## src/data_register_map.vh

```
// Constants of the data-register math and condition unit
`ifndef DATA_REGISTER_MAP_VH
`define DATA_REGISTER_MAP_VH

// Command operation codes
`define OP_W 4
`define OP_LOAD 4'h0
`define OP_READ 4'h1
`define OP_ADD 4'h2
`define OP_SUB 4'h3
`define OP_MUL 4'h4
`define OP_DIV 4'h5
`define OP_AND 4'h6
`define OP_OR 4'h7
`define OP_TEST_IMM 4'h8
`define OP_COMPARE 4'h9
`define OP_JUMP 4'ha
`define OP_ENC_SET 4'hb
`define OP_ANA_OFS 4'hc

// Register indices (numeric assignment)
`define SEL_W 10
`define IDX_ACCUM 10'h000
`define IDX_ANALOG 10'h031
`define IDX_LINE 10'h032
`define IDX_CURRENT 10'h033
`define IDX_DISTANCE 10'h034
`define IDX_ENCODER 10'h035
`define IDX_FAULT 10'h036
`define IDX_SENSOR 10'h037
`define IDX_CONDITION 10'h038
`define IDX_INPUTS 10'h039
// Character code minus this gives the numeric index
`define CHAR_BASE 10'h030

// Condition word bit positions
`define CB_NONZERO 0
`define CB_ZERO 1
`define CB_POS 2
`define CB_NEG 3
`define CB_GREATER 4
`define CB_LESS 5
`define CB_EQUAL 6
`define CB_UNEQUAL 7

// Analog scaling: full-scale count
`define ANALOG_FULL 17'h07ff8

// Reset values
`define RST_WORD 32'h00000000
`define RST_HALF 16'h0000

`endif

```

## src/condition_eval.v

```verilog
// Condition flag evaluation for test and compare operations
`timescale 1ns/10ps
module condition_eval (
  first,
  second,
  flags
);
  input wire [31:0] first;
  input wire [31:0] second;
  output reg [7:0] flags;
`include "data_register_map.vh"

  always @* begin
    flags = 8'h00;
    flags[`CB_NONZERO] = (first != 32'h00000000);
    flags[`CB_ZERO] = (first == 32'h00000000);
    flags[`CB_POS] = ~first[31] & (first != 32'h00000000);
    flags[`CB_NEG] = first[31];
    // Signed so a negative first is less than a positive second
    flags[`CB_GREATER] = ($signed(first) > $signed(second));
    flags[`CB_LESS] = ($signed(first) < $signed(second));
    flags[`CB_EQUAL] = (first == second);
    flags[`CB_UNEQUAL] = (first != second);
  end
endmodule // condition_eval

```

## src/data_register_math_condition_unit.v

```verilog
// Data-register file with math, condition testing and status registers
`timescale 1ns/10ps
// Notes on behaviour
// - Math and logic results go to accumulator
// - One operation per accepted command
// - Integer only; multiply and divide 16-bit
// - Add, subtract, multiply, divide, AND, OR
// - Test compares register against immediate
// - Compare checks register against register
// - Test or compare replaces condition word
// - Condition bits: nonzero..unequal, bits 0-7
// - Greater/less by signed first versus second
// - Condition word readable and drives jump
// - Registers short or long; math respects width
// - Select register by character or number
// - Encoder set with zero clears position
// - Sensor register captures position on hit
// - Absolute position is zero after reset
// - Distance live or at move end
// - Input pattern: index, inputs, outputs, unused
// - Input 1 means open; output 1 closed
// - Analog count 32760 means +10V
// - Writes to read-only registers silently ignored
module data_register_math_condition_unit #(
  parameter USER_REGS = 10,
  parameter [9:0] USER_LONG_MASK = 10'h3ff,
  parameter LIVE_DISTANCE = 1
) (
  ref_clk,
  rst_n,
  cmd_valid,
  cmd_op,
  cmd_sel_a,
  cmd_sel_a_numeric,
  cmd_sel_b,
  cmd_sel_b_numeric,
  cmd_data,
  adc_code,
  queue_line,
  current_cmd,
  fault_code,
  motor_step,
  motor_dir,
  move_start,
  move_end,
  encoder_step,
  encoder_dir,
  sensor_hit,
  index_closed,
  input_closed,
  output_closed,
  rsp_valid,
  rsp_data,
  jump_valid,
  jump_taken,
  condition_out
);
`include "data_register_map.vh"
  input wire ref_clk;
  input wire rst_n;
  input wire cmd_valid;
  input wire [3:0] cmd_op;
  input wire [9:0] cmd_sel_a;
  input wire cmd_sel_a_numeric;
  input wire [9:0] cmd_sel_b;
  input wire cmd_sel_b_numeric;
  input wire [31:0] cmd_data;
  input wire [15:0] adc_code;
  input wire [15:0] queue_line;
  input wire [15:0] current_cmd;
  input wire [31:0] fault_code;
  input wire motor_step;
  input wire motor_dir;
  input wire move_start;
  input wire move_end;
  input wire encoder_step;
  input wire encoder_dir;
  input wire sensor_hit;
  input wire index_closed;
  input wire [6:0] input_closed;
  input wire [2:0] output_closed;
  output reg rsp_valid;
  output reg [31:0] rsp_data;
  output reg jump_valid;
  output reg jump_taken;
  output reg [7:0] condition_out;

  ////////////////////////////////////////////////////////////////////////
  // State
  reg [31:0] user_reg [0:USER_REGS-1];
  reg [15:0] condition_reg;
  reg [31:0] abs_pos_reg;
  reg [31:0] encoder_reg;
  reg [31:0] distance_reg;
  reg [31:0] move_base_reg;
  reg moving_reg;
  reg [15:0] sensor_reg;
  reg [15:0] analog_ofs_reg;
  reg [15:0] analog_reg;
  reg [15:0] line_reg;
  reg [15:0] current_reg;
  reg [31:0] fault_reg;
  reg [15:0] pattern_reg;
  integer k;

  ////////////////////////////////////////////////////////////////////////
  // Register selection and typed fetch

  // Character form is the numeric form offset by the digit base
  function [9:0] sel_index;
    input [9:0] sel;
    input numeric;
    begin
      sel_index = numeric ? sel : sel - `CHAR_BASE;
    end
  endfunction

  function is_long;
    input [9:0] idx;
    begin
      if (idx < USER_REGS)
        is_long = USER_LONG_MASK[idx[3:0]];
      else
        is_long = (idx == `IDX_DISTANCE) || (idx == `IDX_ENCODER) ||
          (idx == `IDX_FAULT);
    end
  endfunction

  // Short registers are sign-extended so math sees their true value
  function [31:0] fit;
    input [31:0] v;
    input long_w;
    begin
      fit = long_w ? v : {{16{v[15]}}, v[15:0]};
    end
  endfunction

  // Reads only its arguments; status slices follow the packing of
  // status_bus below
  function [31:0] fetch;
    input [9:0] idx;
    input [31:0] user_val;
    input [191:0] status;
    begin
      fetch = 32'h00000000;
      if (idx < USER_REGS)
        fetch = user_val;
      else begin
        case (idx)
          `IDX_ANALOG: fetch = {16'h0000, status[15:0]};
          `IDX_LINE: fetch = {16'h0000, status[31:16]};
          `IDX_CURRENT: fetch = {16'h0000, status[47:32]};
          `IDX_DISTANCE: fetch = status[79:48];
          `IDX_ENCODER: fetch = status[111:80];
          `IDX_FAULT: fetch = status[143:112];
          `IDX_SENSOR: fetch = {16'h0000, status[159:144]};
          `IDX_CONDITION: fetch = {16'h0000, status[175:160]};
          `IDX_INPUTS: fetch = {16'h0000, status[191:176]};
          default: fetch = 32'h00000000;
        endcase
      end
      fetch = fit(fetch, is_long(idx));
    end
  endfunction

  wire [9:0] idx_a;
  wire [9:0] idx_b;
  wire [31:0] user_a;
  wire [31:0] user_b;
  wire [191:0] status_bus;
  wire [31:0] val_a;
  wire [31:0] val_b;
  wire [31:0] imm_b;
  wire a_user;
  wire acc_long;

  assign idx_a = sel_index(cmd_sel_a, cmd_sel_a_numeric);
  assign idx_b = sel_index(cmd_sel_b, cmd_sel_b_numeric);
  // Slots past the user file read as zero rather than unknown
  assign user_a = (idx_a < USER_REGS) ? user_reg[idx_a[3:0]] : `RST_WORD;
  assign user_b = (idx_b < USER_REGS) ? user_reg[idx_b[3:0]] : `RST_WORD;

  // Every readable register reaches fetch as an argument, so these
  // assignments follow the registers and not only the selects
  assign status_bus = {pattern_reg, condition_reg, sensor_reg, fault_reg,
    encoder_reg, distance_reg, current_reg, line_reg, analog_reg};
  assign val_a = fetch(idx_a, user_a, status_bus);
  assign val_b = fetch(idx_b, user_b, status_bus);
  assign imm_b = fit(cmd_data, is_long(idx_a));
  assign a_user = (idx_a < USER_REGS);
  assign acc_long = is_long(`IDX_ACCUM);

  ////////////////////////////////////////////////////////////////////////
  // Arithmetic and comparison

  wire [31:0] math_result;
  wire math_ok;
  wire [7:0] test_flags;
  wire [7:0] cmp_flags;

  math_unit u_math (
    .op(cmd_op),
    .a(val_a),
    .b(val_b),
    .result(math_result),
    .valid(math_ok)
  );

  condition_eval u_test (
    .first(val_a),
    .second(imm_b),
    .flags(test_flags)
  );

  condition_eval u_cmp (
    .first(val_a),
    .second(val_b),
    .flags(cmp_flags)
  );

  ////////////////////////////////////////////////////////////////////////
  // Status sampling

  wire signed [32:0] analog_prod;
  wire [15:0] analog_scaled;

  // Full-scale code -32768 lands on -32760; the last 8 counts are lost
  assign analog_prod = $signed(adc_code) * $signed(`ANALOG_FULL);
  assign analog_scaled = analog_prod[30:15];

  // Status levels are registered once so every read sees one sample
  always @(posedge ref_clk or negedge rst_n) begin
    if (!rst_n) begin
      analog_reg <= `RST_HALF;
      line_reg <= `RST_HALF;
      current_reg <= `RST_HALF;
      fault_reg <= `RST_WORD;
      pattern_reg <= `RST_HALF;
    end else begin
      analog_reg <= analog_scaled - analog_ofs_reg;
      line_reg <= queue_line;
      current_reg <= current_cmd;
      fault_reg <= fault_code;
      pattern_reg <= {5'h00, output_closed, ~input_closed,
        ~index_closed};
    end
  end

  ////////////////////////////////////////////////////////////////////////
  // Position tracking

  always @(posedge ref_clk or negedge rst_n) begin
    if (!rst_n) begin
      abs_pos_reg <= `RST_WORD;
      encoder_reg <= `RST_WORD;
      sensor_reg <= `RST_HALF;
      distance_reg <= `RST_WORD;
      move_base_reg <= `RST_WORD;
      moving_reg <= 1'b0;
    end else begin
      // Only reset clears the step count; no command writes it
      if (motor_step)
        abs_pos_reg <= motor_dir ? abs_pos_reg - 32'h00000001 :
          abs_pos_reg + 32'h00000001;
      // A host set wins over a same-cycle encoder count
      if (cmd_valid && cmd_op == `OP_ENC_SET)
        encoder_reg <= cmd_data;
      else if (encoder_step)
        encoder_reg <= encoder_dir ? encoder_reg - 32'h00000001 :
          encoder_reg + 32'h00000001;
      if (sensor_hit)
        sensor_reg <= abs_pos_reg[15:0];
      if (move_start) begin
        move_base_reg <= abs_pos_reg;
        moving_reg <= 1'b1;
        if (LIVE_DISTANCE)
          distance_reg <= `RST_WORD;
      end else if (move_end) begin
        moving_reg <= 1'b0;
        distance_reg <= abs_pos_reg - move_base_reg;
      end else if (moving_reg && LIVE_DISTANCE)
        distance_reg <= abs_pos_reg - move_base_reg;
    end
  end

  ////////////////////////////////////////////////////////////////////////
  // Command execution

  always @(posedge ref_clk or negedge rst_n) begin
    if (!rst_n) begin
      for (k = 0; k < USER_REGS; k = k + 1)
        user_reg[k] <= `RST_WORD;
      condition_reg <= `RST_HALF;
      analog_ofs_reg <= `RST_HALF;
      rsp_valid <= 1'b0;
      rsp_data <= `RST_WORD;
      jump_valid <= 1'b0;
      jump_taken <= 1'b0;
      condition_out <= 8'h00;
    end else begin
      rsp_valid <= 1'b0;
      jump_valid <= 1'b0;
      condition_out <= condition_reg[7:0];
      // Each accepted command performs one operation only
      if (cmd_valid) begin
        rsp_valid <= 1'b1;
        rsp_data <= `RST_WORD;
        case (cmd_op)
          `OP_LOAD: begin
            // Read-only and unmapped targets drop the write quietly
            if (a_user)
              user_reg[idx_a[3:0]] <= fit(cmd_data,
                is_long(idx_a));
          end
          `OP_READ: rsp_data <= val_a;
          `OP_ADD, `OP_SUB, `OP_MUL, `OP_DIV, `OP_AND, `OP_OR: begin
            if (math_ok) begin
              user_reg[0] <= fit(math_result, acc_long);
              rsp_data <= fit(math_result, acc_long);
            end else
              rsp_data <= user_reg[0];
          end
          `OP_TEST_IMM: begin
            condition_reg <= {8'h00, test_flags};
            rsp_data <= {24'h000000, test_flags};
          end
          `OP_COMPARE: begin
            condition_reg <= {8'h00, cmp_flags};
            rsp_data <= {24'h000000, cmp_flags};
          end
          `OP_JUMP: begin
            jump_valid <= 1'b1;
            jump_taken <= |(condition_reg[7:0] & cmd_data[7:0]);
          end
          `OP_ENC_SET: rsp_data <= cmd_data;
          `OP_ANA_OFS: analog_ofs_reg <= cmd_data[15:0];
          default: rsp_data <= `RST_WORD;
        endcase
      end
    end
  end

endmodule // data_register_math_condition_unit

```

## src/math_unit.v

```verilog
// Integer arithmetic and logic unit, one operation at a time
`timescale 1ns/10ps
module math_unit (
  op,
  a,
  b,
  result,
  valid
);
  input wire [3:0] op;
  input wire [31:0] a;
  input wire [31:0] b;
  output reg [31:0] result;
  output reg valid;
`include "data_register_map.vh"

  wire signed [15:0] a_h;
  wire signed [15:0] b_h;
  wire signed [31:0] prod;
  wire signed [15:0] quot;

  assign a_h = a[15:0];
  assign b_h = b[15:0];
  // Multiply and divide keep to 16-bit operands to bound the logic
  assign prod = a_h * b_h;
  assign quot = (b_h == 16'sh0000) ? 16'sh0000 : a_h / b_h;

  always @* begin
    result = 32'h00000000;
    valid = 1'b1;
    case (op)
      `OP_ADD: result = a + b;
      `OP_SUB: result = a - b;
      `OP_MUL: result = prod;
      `OP_DIV: begin
        result = {{16{quot[15]}}, quot};
        valid = (b_h != 16'sh0000);
      end
      `OP_AND: result = a & b;
      `OP_OR: result = a | b;
      default: valid = 1'b0;
    endcase
  end
endmodule // math_unit

```

## config.mk

```make
export PLATFORM = sky130hd
export DESIGN_NAME = data_register_math_condition_unit
export DESIGN_NICKNAME = d
export VERILOG_FILES = /design/src/condition_eval.v /design/src/data_register_math_condition_unit.v /design/src/math_unit.v
export VERILOG_INCLUDE_DIRS = /design/src
export SDC_FILE = /design/constraint.sdc
export NUM_CORES = 2
export LEC_CHECK = 0
export ABC_CLOCK_PERIOD_IN_PS = 48700
export BUFFER_PORTS_ARGS = -buffer_cell sky130_fd_sc_hd__buf_2
export CAP_MARGIN = 10
export CORE_ASPECT_RATIO = 0.5
export CORE_MARGIN = 2
export CORE_UTILIZATION = 25
export CTS_CLUSTER_SIZE = 16
export DETAILED_ROUTE_END_ITERATION = 12
export GPL_TIMING_DRIVEN = 0
export PLACE_DENSITY = 0.38
export SETUP_SLACK_MARGIN = 0.3
export SYNTH_ARGS = -nofsm -noshare
export SYNTH_HDL_FRONTEND = slang
export SYNTH_SLANG_ARGS = --single-unit
```

## constraint.sdc

```tcl
create_clock -name ref_clk -period 48.7 [get_ports ref_clk]
set_input_delay 2.435 -clock ref_clk [delete_from_list [all_inputs] [get_ports ref_clk]]
set_output_delay 2.435 -clock ref_clk [all_outputs]
set_load 0.1 [all_outputs]
```

==> qor.txt <==
crit share post-route - 92.8%
crit-path max FO - 10
FF+latch count, synth - 623
Syn Inst Count - 6982
largest cells by area after synthesis - dfrtp_1 25%, fa_1 12%, ha_1 11%
row cnt - 130
Main synth FF type - dfrtp_1
Final Skew - 0.0313 ns
top-count cell post-synth - nand2_1
Longest Clk Path Bufs - 3
largest net degree at the start of global routing - 110
Worst slew margin - 13.2%
Seq. cell area - 0.0156 sq mm
Max Cap Viol - 0
cts hold-fix bufs - 0
Hold WS - 0.483 ns
routed wire length - 304000 um
Worst Hold Class - register to register
initial antenna violation count - 33
footprint of the multi-input gates - 0.0444 sq mm
status - finished, final reports clean
most frequent CP cell - o21a_1
Worst EP required - 49.24 ns
FFs w/ async S/R, synth - 100%
FMAX - 0.0221 GHz
largest area contributor in the netlist - dfrtp_1
full die area - 0.259 sq mm
H-Tree Depth - 3
fin crit period - 45.20 ns
CTS tree - yes
Layout Utilization - 28.9%
number of global-route vias before repair - 56.4k
Top Ports - 202
CP endpoint kind - register
YS warnings - 0
fin. max-slew vios - 0
final setup vio count - 0
DIE WIDTH - 717 um
root buffer selected by CTS - clkbuf_16
critical path data arrival time - 45.75 ns
Setup TNS - 0 ns
clock sinks - 623
RSZ-0062 raised after global routing - no
top cell type's share of synthesized area - 24.5%
total gr overflow - 0
Syn Nets - 8064
share of layout cells above drive strength 1 - 14.4%
Fin. Hold Viols - 0
CP max-delay cell - a221oi_1
Buffers on Ports - 195
first-pass GRT wire length - 433000 um
Initial DRT Pass Iterations - 6
Crit path largest cell delay - 0.90 ns
sequential share of the synthesized area - 24.5%
DP Area - 0.0694 sq mm
Placer Congestion - 0.974
synth unique cells - 108
Vias/cell - 5.28
clock slew at reported path FFs - 0.06 ns
Initial Util - 25.2%
DRC - 0
EDFF count, synth - 0
Core Box Area - 0.252 sq mm
WS Path Type - input port to register
clk_lat worst skew - 0.70 ns
Final nets - 8415
wire per inst - 28.2 um
Syn Std Cell Area - 0.0636 sq mm
Tot GR Track Use - 23.1%
DR vias - 56.9k
DR iter-0 viols - 5738
worst slew pin tran - 1.30 ns
Syn-to-layout area delta - 14.6%
post-route cell area - 0.0729 sq mm
Final ANT Viol Nets - 0
top post-synthesis cells by count - 731 x nand2_1, 623 x dfrtp_1, 623 x inv_1
crit start category - input port
max FFs per register - 320
Fillers - 27.0k
Die Height - 361 um
Syn Area/Cell - 9.11 sq um
CTS buffer count - 80
DP HPWL - 246000 um
[cell families after synthesis]
family                     after synthesis  share of synthesized area, %
and+or+nand+nor                       1897                          13.8
muxes                                  532                          11.1
adders and majority gates              923                          22.8
buffers and inverters                 1034                          6.39
xor gates and xnor gates               240                          3.32
DFF                                    623                          24.5
AOI/OAI and AO/OA                     1733                          18.1
[final cells by class]
cell class	instances	share of cell area (%)
multi-input combinational	5325	60.9
sequential	623	21.4
tap	3366	5.78
inverter	639	3.32
clock buffer	106	3.05
timing repair buffer	270	2.54
buffer	394	2.40
clock inverter	37	0.482
antenna	29	0.0996
[placed cells by master (no fill, tap or decap), types with 135 or more instances in the layout]
master / count
mux2_2: 280
ha_1: 534
nor3_1: 144
inv_1: 618
dfrtp_1: 623
clkbuf_1: 287
xnor2_1: 168
nor2_1: 480
fa_1: 389
nand2_1: 729
o21ai_0: 478
a21oi_1: 330
buf_2: 228
mux2i_1: 135
[routing by layer]
metal	vias to the layer above	track usage [%]	wire length, um
li1	25500	-	-
met1	29000	32.9	140000
met2	2048	35.5	132000
met3	403	3.61	20400
met4	4	7.70	11400
met5	-	0	21
[final timing paths]
kind                                               from  cells after the start                          to  slack (ns)
setup / recovery                           cmd_sel_b[4]                    198     rsp_data[9]$_DFFE_PN0P_        3.50
hold / removal                   moving_reg$_DFFE_PN0P_                      1      moving_reg$_DFFE_PN0P_        0.48
setup reg to reg           condition_reg[1]$_DFFE_PN0P_                    196     rsp_data[9]$_DFFE_PN0P_        5.21
hold reg to reg                  moving_reg$_DFFE_PN0P_                      1      moving_reg$_DFFE_PN0P_        0.48
max in group asynchronous                         rst_n                      3  condition_out[1]$_DFF_PN0_       45.60
min in group asynchronous                         rst_n                      1     fault_reg[11]$_DFF_PN0_        1.62
[repair_timing]
action | 4_1_cts | 5_1_grt
gates cloned | 0 | 0
resized for setup | 39 | 134
setup endpoints to repair | 64 | 64
pin swaps | 4 | 14
setup buffers | 7 | 31
[metrics by stage]
| step | std cells | setup slack, ns |
|---|---|---|
| after floorplan | 6982 | 8.88 |
| after global placement | 10500 | -4.93 |
| after detailed placement | 10600 | -4.04 |
| after CTS | 10700 | 0.440 |
| after global routing | 10800 | 0.252 |
| final | 10800 | 3.50 |
[worst max-delay path: cells and delay by family]
kind                     cells  cell delay (ns)
AND/OR/NAND/NOR             43             7.73
XOR/XNOR                     1             0.34
multiplexers                 7             2.47
adder cells (fa/ha/maj)     16             4.87
buffers and inverters       20             4.34
AO/OA/AOI/OAI              111            23.50
Power is left out: the tool's default activity adds up to more than one toggle a clock period on the data nets, which glitch-free logic cannot reach.
